$ cat src/rtl/cmd_port_pkg.sv
// Constants, types and length tables for the serial register command port
package cmd_port_pkg;

  // ****************************************************************
  // Clock and serial timing
  // ****************************************************************
  localparam int unsigned CLK_HZ    = 50_000_000;
  localparam int unsigned BAUD_FAST = 115_200;
  localparam int unsigned BAUD_SLOW = 56_700;
  localparam int unsigned DIV_W     = 16;
  localparam logic [DIV_W-1:0] DIV_FAST = DIV_W'(CLK_HZ / BAUD_FAST);
  localparam logic [DIV_W-1:0] DIV_SLOW = DIV_W'(CLK_HZ / BAUD_SLOW);
  localparam int unsigned CHAR_BITS = 8;
  localparam logic [3:0]  TX_FRAME  = 4'hA;

  // ****************************************************************
  // Frame layout
  // ****************************************************************
  localparam int unsigned DATA_MAX  = 5;
  localparam int unsigned DATA_W    = DATA_MAX * CHAR_BITS;
  localparam logic [7:0]  ACK_BYTE  = 8'h02;
  localparam logic [7:0]  QUERY_LO  = 8'h20;
  localparam logic [7:0]  QUERY_HI  = 8'h26;
  localparam logic [2:0]  LEN_ONE   = 3'h1;
  localparam logic [2:0]  LEN_TWO   = 3'h2;
  localparam logic [2:0]  LEN_FOUR  = 3'h4;
  localparam logic [2:0]  LEN_FIVE  = 3'h5;

  typedef struct packed {
    logic [7:0]        addr;
    logic [DATA_W-1:0] data;
    logic [2:0]        len;
  } cmd_t;

  typedef enum logic [1:0] {
    RX_IDLE,
    RX_START,
    RX_BITS,
    RX_STOP
  } rx_state_t;

  typedef enum logic [1:0] {
    C_ADDR,
    C_DATA,
    C_EXEC,
    C_RESP
  } cmd_state_t;

  function automatic logic is_query(input logic [7:0] addr);
    return (addr >= QUERY_LO) && (addr <= QUERY_HI);
  endfunction

  // Data bytes that follow an address byte; never fewer than one
  function automatic logic [2:0] data_len(input logic [7:0] addr);
    logic [2:0] n;
    n = LEN_ONE;
    if ((addr >= 8'h06 && addr <= 8'h08) || addr == 8'h0D) begin
      n = LEN_FIVE;
    end else if (addr >= 8'h09 && addr <= 8'h0C) begin
      n = LEN_FOUR;
    end
    return n;
  endfunction

  // Bytes returned by a query register, most significant first
  function automatic logic [2:0] resp_len(input logic [7:0] addr);
    logic [2:0] n;
    n = LEN_FIVE;
    if (addr == 8'h21 || addr == 8'h22 || addr == 8'h23) begin
      n = LEN_FOUR;
    end else if (addr == 8'h25) begin
      n = LEN_TWO;
    end
    return n;
  endfunction

endpackage

$ cat src/rtl/serial_char_tx.sv
// Serial character transmitter, 8 data bits, no parity, one stop bit
`timescale 1ns/100ps
module serial_char_tx (
  // Clock and reset
  input  wire logic                           ref_clk_i,
  input  wire logic                           rst_i,
  // Rate and character
  input  wire logic [cmd_port_pkg::DIV_W-1:0] div_i,
  input  wire logic                           go_i,
  input  wire logic [7:0]                     char_i,
  // Line side
  output logic                                line_o,
  output logic                                busy_o
);

  logic [9:0]                     shift;
  logic [3:0]                     bits_left;
  logic [cmd_port_pkg::DIV_W-1:0] cnt;
  wire                            bit_end = (cnt == '0);

  // Start bit low, data LSB first, stop bit high
  always_ff @(posedge ref_clk_i or posedge rst_i) begin
    if (rst_i) begin
      shift     <= 10'h3FF;
      bits_left <= 4'h0;
      cnt       <= '0;
      line_o    <= 1'b1;
      busy_o    <= 1'b0;
    end else if (!busy_o) begin
      if (go_i) begin
        shift     <= {1'b1, char_i, 1'b0};
        bits_left <= cmd_port_pkg::TX_FRAME;
        cnt       <= '0;
        busy_o    <= 1'b1;
      end
    end else if (bit_end) begin
      line_o    <= shift[0];
      shift     <= {1'b1, shift[9:1]};
      cnt       <= div_i - 1'b1;
      bits_left <= bits_left - 1'b1;
      busy_o    <= (bits_left != 4'h0);
    end else begin
      cnt <= cnt - 1'b1;
    end
  end

endmodule

$ cat src/rtl/serial_command_port.sv
// Register command interpreter behind an asynchronous serial link
`timescale 1ns/100ps
// Behaviour
// Host sends address and every data byte, zeros included.
// After an address byte, collect all its data bytes before executing.
// Too few data bytes leave the port waiting until hardware reset.
// After a write command executes, send exactly one byte with bit 1 set.
// Host reads each acknowledge byte so later answers stay aligned.
// Acknowledge means ready; host waits for it before the next address.
// A query returns a fixed, register-specific number of response bytes.
// Host sends full data bytes for queries too before any answer.
// Characters are 8 data bits, no parity, one stop bit, no flow control.
// Baud select sampled at reset: low gives fast rate, high gives slow.
module serial_command_port (
  // Clock and reset
  input  wire logic                               ref_clk_i,
  input  wire logic                               rst_i,
  // Serial pins
  input  wire logic                               rx_pin_i,
  input  wire logic                               baud_sel_i,
  output logic                                    tx_pin_o,
  // Instrument core side
  output logic                                    cmd_valid_o,
  output cmd_port_pkg::cmd_t                      cmd_o,
  input  wire logic                               done_i,
  input  wire logic [cmd_port_pkg::DATA_W-1:0]    resp_i,
  output logic                                    busy_o
);

  // ****************************************************************
  // Pin synchronisers and rate capture
  // ****************************************************************
  logic [1:0]                     rx_sync;
  logic [1:0]                     sel_sync;
  logic                           rate_taken;
  logic [cmd_port_pkg::DIV_W-1:0] div;
  wire                            rx_line = rx_sync[1];

  always_ff @(posedge ref_clk_i or posedge rst_i) begin
    if (rst_i) begin
      rx_sync  <= 2'h3;
      sel_sync <= 2'h3;
    end else begin
      rx_sync  <= {rx_sync[0], rx_pin_i};
      sel_sync <= {sel_sync[0], baud_sel_i};
    end
  end

  // The pin is taken once after release; later changes need a new reset.
  // Two cycles after release the synchronised copy holds the real level.
  logic [1:0] settle;
  always_ff @(posedge ref_clk_i or posedge rst_i) begin
    if (rst_i) begin
      settle     <= 2'h0;
      rate_taken <= 1'b0;
      div        <= cmd_port_pkg::DIV_SLOW;
    end else if (!rate_taken) begin
      settle <= settle + 1'b1;
      if (settle == 2'h3) begin
        rate_taken <= 1'b1;
        div        <= sel_sync[1] ? cmd_port_pkg::DIV_SLOW
                                  : cmd_port_pkg::DIV_FAST;
      end
    end
  end

  // ****************************************************************
  // Receiver
  // ****************************************************************
  cmd_port_pkg::rx_state_t        rx_state;
  logic [cmd_port_pkg::DIV_W-1:0] rx_cnt;
  logic [2:0]                     rx_bit;
  logic [7:0]                     rx_shift;
  logic                           rx_valid;
  wire                            rx_tick = (rx_cnt == '0);
  wire [cmd_port_pkg::DIV_W-1:0]  half_bit = {1'b0, div[cmd_port_pkg::DIV_W-1:1]};

  // Samples mid-bit; a low stop bit drops the character
  always_ff @(posedge ref_clk_i or posedge rst_i) begin
    if (rst_i) begin
      rx_state <= cmd_port_pkg::RX_IDLE;
      rx_cnt   <= '0;
      rx_bit   <= 3'h0;
      rx_shift <= 8'h00;
      rx_valid <= 1'b0;
    end else begin
      rx_valid <= 1'b0;
      if (rx_state != cmd_port_pkg::RX_IDLE && !rx_tick) begin
        rx_cnt <= rx_cnt - 1'b1;
      end
      case (rx_state)
        cmd_port_pkg::RX_IDLE: begin
          if (rate_taken && !rx_line) begin
            rx_cnt   <= half_bit;
            rx_state <= cmd_port_pkg::RX_START;
          end
        end
        cmd_port_pkg::RX_START: begin
          if (rx_tick) begin
            rx_cnt   <= div - 1'b1;
            rx_bit   <= 3'h0;
            rx_state <= rx_line ? cmd_port_pkg::RX_IDLE : cmd_port_pkg::RX_BITS;
          end
        end
        cmd_port_pkg::RX_BITS: begin
          if (rx_tick) begin
            rx_cnt   <= div - 1'b1;
            rx_shift <= {rx_line, rx_shift[7:1]};
            rx_bit   <= rx_bit + 1'b1;
            if (rx_bit == 3'h7) begin
              rx_state <= cmd_port_pkg::RX_STOP;
            end
          end
        end
        cmd_port_pkg::RX_STOP: begin
          if (rx_tick) begin
            rx_valid <= rx_line;
            rx_state <= cmd_port_pkg::RX_IDLE;
          end
        end
        default: begin
          rx_state <= cmd_port_pkg::RX_IDLE;
        end
      endcase
    end
  end

  // ****************************************************************
  // Command sequencer
  // ****************************************************************
  cmd_port_pkg::cmd_state_t       state;
  logic [2:0]                     bytes_left;
  logic [cmd_port_pkg::DATA_W-1:0] out_shift;
  logic                           tx_go;
  logic                           tx_busy;
  wire                            query = cmd_port_pkg::is_query(cmd_o.addr);
  wire                            tx_free = !tx_busy && !tx_go;
  wire [7:0]                      tx_char =
    out_shift[cmd_port_pkg::DATA_W-1 -: cmd_port_pkg::CHAR_BITS];

  // Bytes arriving outside address/data phases are dropped: the host
  // must wait for the acknowledge or answer before the next address.
  always_ff @(posedge ref_clk_i or posedge rst_i) begin
    if (rst_i) begin
      state       <= cmd_port_pkg::C_ADDR;
      bytes_left  <= 3'h0;
      cmd_o       <= '0;
      cmd_valid_o <= 1'b0;
      out_shift   <= '0;
      tx_go       <= 1'b0;
      busy_o      <= 1'b0;
    end else begin
      cmd_valid_o <= 1'b0;
      tx_go       <= 1'b0;
      case (state)
        cmd_port_pkg::C_ADDR: begin
          busy_o <= 1'b0;
          if (rx_valid) begin
            cmd_o.addr <= rx_shift;
            cmd_o.data <= '0;
            cmd_o.len  <= cmd_port_pkg::data_len(rx_shift);
            bytes_left <= cmd_port_pkg::data_len(rx_shift);
            busy_o     <= 1'b1;
            state      <= cmd_port_pkg::C_DATA;
          end
        end
        cmd_port_pkg::C_DATA: begin
          // No timeout: a short frame parks here until reset
          if (rx_valid) begin
            cmd_o.data <= {cmd_o.data[cmd_port_pkg::DATA_W-cmd_port_pkg::CHAR_BITS-1:0],
                           rx_shift};
            bytes_left <= bytes_left - 1'b1;
            if (bytes_left == cmd_port_pkg::LEN_ONE) begin
              cmd_valid_o <= 1'b1;
              state       <= cmd_port_pkg::C_EXEC;
            end
          end
        end
        cmd_port_pkg::C_EXEC: begin
          if (done_i) begin
            if (query) begin
              out_shift  <= resp_i;
              bytes_left <= cmd_port_pkg::resp_len(cmd_o.addr);
            end else begin
              out_shift  <= {cmd_port_pkg::ACK_BYTE,
                             {(cmd_port_pkg::DATA_W-8){1'b0}}};
              bytes_left <= cmd_port_pkg::LEN_ONE;
            end
            state <= cmd_port_pkg::C_RESP;
          end
        end
        cmd_port_pkg::C_RESP: begin
          if (tx_free) begin
            if (bytes_left == 3'h0) begin
              state <= cmd_port_pkg::C_ADDR;
            end else begin
              tx_go      <= 1'b1;
              out_shift  <= out_shift << cmd_port_pkg::CHAR_BITS;
              bytes_left <= bytes_left - 1'b1;
            end
          end
        end
        default: begin
          state <= cmd_port_pkg::C_ADDR;
        end
      endcase
    end
  end

  // The character is held in tx_hold on the edge that raises go, so the
  // shifted buffer can move on at once.
  logic [7:0] tx_hold;
  always_ff @(posedge ref_clk_i or posedge rst_i) begin
    if (rst_i) begin
      tx_hold <= 8'h00;
    end else if (state == cmd_port_pkg::C_RESP && tx_free) begin
      tx_hold <= tx_char;
    end
  end

  serial_char_tx u_tx (
    .ref_clk_i (ref_clk_i),
    .rst_i     (rst_i),
    .div_i     (div),
    .go_i      (tx_go),
    .char_i    (tx_hold),
    .line_o    (tx_pin_o),
    .busy_o    (tx_busy)
  );

endmodule

$ cat config.mk
export PLATFORM = sky130hd
export DESIGN_NAME = serial_command_port
export DESIGN_NICKNAME = d
export VERILOG_FILES = /design/src/rtl/cmd_port_pkg.sv /design/src/rtl/serial_char_tx.sv /design/src/rtl/serial_command_port.sv
export SDC_FILE = /design/constraint.sdc
export NUM_CORES = 1
export LEC_CHECK = 0
export BUFFER_PORTS_ARGS = -buffer_cell sky130_fd_sc_hd__buf_2
export CAP_MARGIN = 40
export CORE_MARGIN = 3
export CORE_UTILIZATION = 30
export DETAILED_ROUTE_END_ITERATION = 7
export SYNTH_ARGS = -nofsm -noshare
export SYNTH_HDL_FRONTEND = slang
export SYNTH_SLANG_ARGS = --single-unit
$ cat constraint.sdc
create_clock -name ref_clk_i -period 5.15 [get_ports ref_clk_i]
set_input_delay 0.2575 -clock ref_clk_i [delete_from_list [all_inputs] [get_ports ref_clk_i]]
set_output_delay 0.2575 -clock ref_clk_i [all_outputs]
set_load 0.01 [all_outputs]
==> summary.txt <==
Overall fraction of global-route tracks in use -> 12.6%
RSZ-0062 raised after global routing -> false
Starting Density -> 30.6%
CTS Buf Count -> 17
HP Class -> in2reg
Rel. slew slack -> 47.7%
First-pass GRT wire length -> 30700 um
ANT nets after route -> 0
Gr ovfl total -> 0
Kind of end point of the critical path -> register
Nets -> 902
Total power -> 4.27 mW
Synth Area in Compound Gates -> 21.0%
Core Rows -> 60
Cell total after placement -> 1157
Flop-to-flop setup slack -> 2330 ps
Setup crit end -> rx_shift[2]$_DFFE_PP0P_
Final max-slew violation count -> 0
Die H -> 172 um
Mapped Nets -> 828
P&R area growth vs syn -> 16.4%
Seq cells post-synth -> 176
Cells after synthesis -> 764
Synth area leader -> dfrtp_1
Max clock buf depth -> 2
DP Area -> 9000 um2
Placer Congestion -> 0.758
Synth Flop Type -> dfrtp_1
TritonCTS clock tree -> built
DRC violations left -> 0
Root Buffer -> clkbuf_16
Die X -> 172 um
Fillers -> 2708
End of the worst register-to-register path -> rx_shift[2]$_DFFE_PP0P_
Status -> finished clean
Via count -> 6099
Synth area leaders -> dfrtp_1, a22o_1, dfstp_2, mux2_2, nand2_1
Fraction of registers with async set/reset -> 100%
Share of cells above drive strength 1 -> 23.4%
Slew @ Worst Pin -> 778 ps
Final setup TNS -> 0 ps
Largest net degree at the start of global routing -> 78
PwrDens -> 444 nW/um2
Initial antenna violation count -> 0
Period utilization -> 54.7%
FF-to-FF path depth -> 6
Top Ports -> 99
Port Buf Inserts -> 97
Synth Area in XOR/XNOR -> 1.48%
Non-Filler Instances -> 1192
Top cell type's share of synthesized area -> 48.8%
Fmax -> 0.355 GHz
Lkg Pwr -> 4.40 nW
HPWL Detailed -> 12400 um
Worst-Skew Late Latency -> 430 ps
Post-Synth Adder-Cell Area -> 2.88%
Final min period -> 2820 ps
Clock skew -> 11.4 ps
TritonRoute pass-1 iters -> 4
Synthesized area -> 8260 um2
H-tree depth -> 4
Critical Path AT -> 3130 ps
Critical path class -> reg2reg
Avg Inst Size Synth -> 10.8 um2
VDD IR max -> 0.243 mV
Final hold violations -> 0
WL/cell -> 15.4 um
Synth Warn # -> 0
Crit path from -> rx_cnt[0]$_DFF_PP0_
Max FO, Critical Path -> 21
Final count of negative-setup-slack endpoints -> 0
Max-cap violations -> 0
Largest family of logic cells by synthesized area -> compound AO/OA/AOI/OAI gates
Post-synthesis simple-gate area fraction -> 12.7%
CTS Sinks -> 176
Vias in the first global route -> 5778
Multiplexer area fraction after synthesis -> 4.44%
Critical R2R Launch -> rx_cnt[0]$_DFF_PP0_
Die ar. -> 29600 um2
Core box area -> 27000 um2
Most frequent cell after synthesis -> dfrtp_1
CTS resizes -> 0
Worst setup SP type -> register
CP Data Required Time -> 5470 ps
Most frequent cells after synthesis -> dfrtp_1, nand2_1, a22o_1
Post-synth EDFFs -> 0
Post-synth cell types -> 77
Final Routed Wirelength -> 18400 um
Sequential area share after synthesis -> 53.5%
Via density -> 5.12
Diode count -> 0
Final Cell Area -> 9620 um2
Drt initial violations -> 364
Clock transition at path regs -> 80 ps
-- through the flow --
stage / hold WS [ps] / worst slack [ps] / util (%)
finish: 34.0 / 2330 / 35.6
global placement: 349 / 2410 / 33.3
detailed placement: 349 / 2350 / 33.3
floorplan: 262 / 144 / -
global route: 8.97 / 2140 / 35.6
CTS: 16.0 / 2340 / 35.6
-- kinds of logic (layout without fill, tap and decap cells) --
kind of cell	after synthesis	after routing
xor+xnor	14	14
mux	33	33
flops	176	176
fa+ha+maj	19	19
simple gates	203	203
buf+inv	75	162
compound gates	243	243
other cells	1	1
-- area by class of cell --
class                           instances  area [um2]  area share (%)
Clock inverter                         15         160            1.66
Tap cell                              341         427            4.43
Clock buffer                           17         425            4.42
Multi-Input combinational cell        513        3530            36.6
Sequential cell                       176        4420            46.0
Inverter                               23        91.3           0.949
Timing Repair Buffer                  107         568            5.90
-- layer usage --
metal | wire length (um) | global-route usage (%)
met5 | 0 | 0
met4 | 182 | 3.26
met3 | 614 | 2.67
met2 | 8600 | 19.1
met1 | 9020 | 18.4
-- how the worst min path moves through the flow --
stage | startpoint | endpoint | depth (start not counted)
floorplan | rx_pin_i | rx_sync[0]$_DFF_PP1_ | 0
global placement | rx_sync[0]$_DFF_PP1_ | rx_sync[1]$_DFF_PP1_ | 0
detailed placement | rx_sync[0]$_DFF_PP1_ | rx_sync[1]$_DFF_PP1_ | 0
CTS | resp_i[2] | out_shift[2]$_DFFE_PP0P_ | 2
global route | resp_i[2] | out_shift[2]$_DFFE_PP0P_ | 2
finish | resp_i[2] | out_shift[2]$_DFFE_PP0P_ | 2
-- worst max-delay path, stage by stage, from the launching register on --
cell and delay [ps]:
dfrtp_1 430, inv_1 70, ha_1 200, nor4b_4 430, and4_1 710, and2_1 480
mux2_2 380
-- report_power, final --
part	switching (mW)	internal (mW)	total [mW]
registers	0.125	1.52	1.64
clock network	0.621	0.653	1.27
logic	0.846	0.509	1.36
total	1.59	2.68	4.27
-- what timing repair did --
item | CTS | global route
setup buffers | 0 | 0
endpoints found under the hold margin | 77 | 0
hold buffers | 3 | 0
-- state kept, by name, indices dropped and copies added (netlist names), 3 cells and up, named ones only --
register,cells
u_tx.bits_left,4
u_tx.shift,9
rx_shift,8
out_shift,40
rx_cnt,16
u_tx.cnt,16
tx_hold,8
cmd_o,50
bytes_left,3
rx_bit,3
-- cells in the final DEF (no fill, tap or decap), types with 4 or more instances in the layout --
master / instances
a211oi_1: 10
a21oi_1: 20
a22o_1: 54
a22oi_1: 31
a31oi_1: 24
buf_2: 97
buf_4: 7
clkbuf_16: 17
dfrtp_1: 161
dfstp_2: 15
ha_1: 19
inv_1: 22
inv_6: 5
inv_8: 6
mux2_2: 29
mux2i_1: 4
nand2_1: 81
nand2b_1: 8
nand3_1: 7
nor2_1: 30
nor2b_1: 13
nor3_1: 16
nor4_1: 9
o21a_1: 6
o21ai_0: 51
o21ai_1: 6
o22ai_1: 7
or3_1: 6
xnor2_1: 13
No activity file was read; power rests on OpenSTA's default activity.
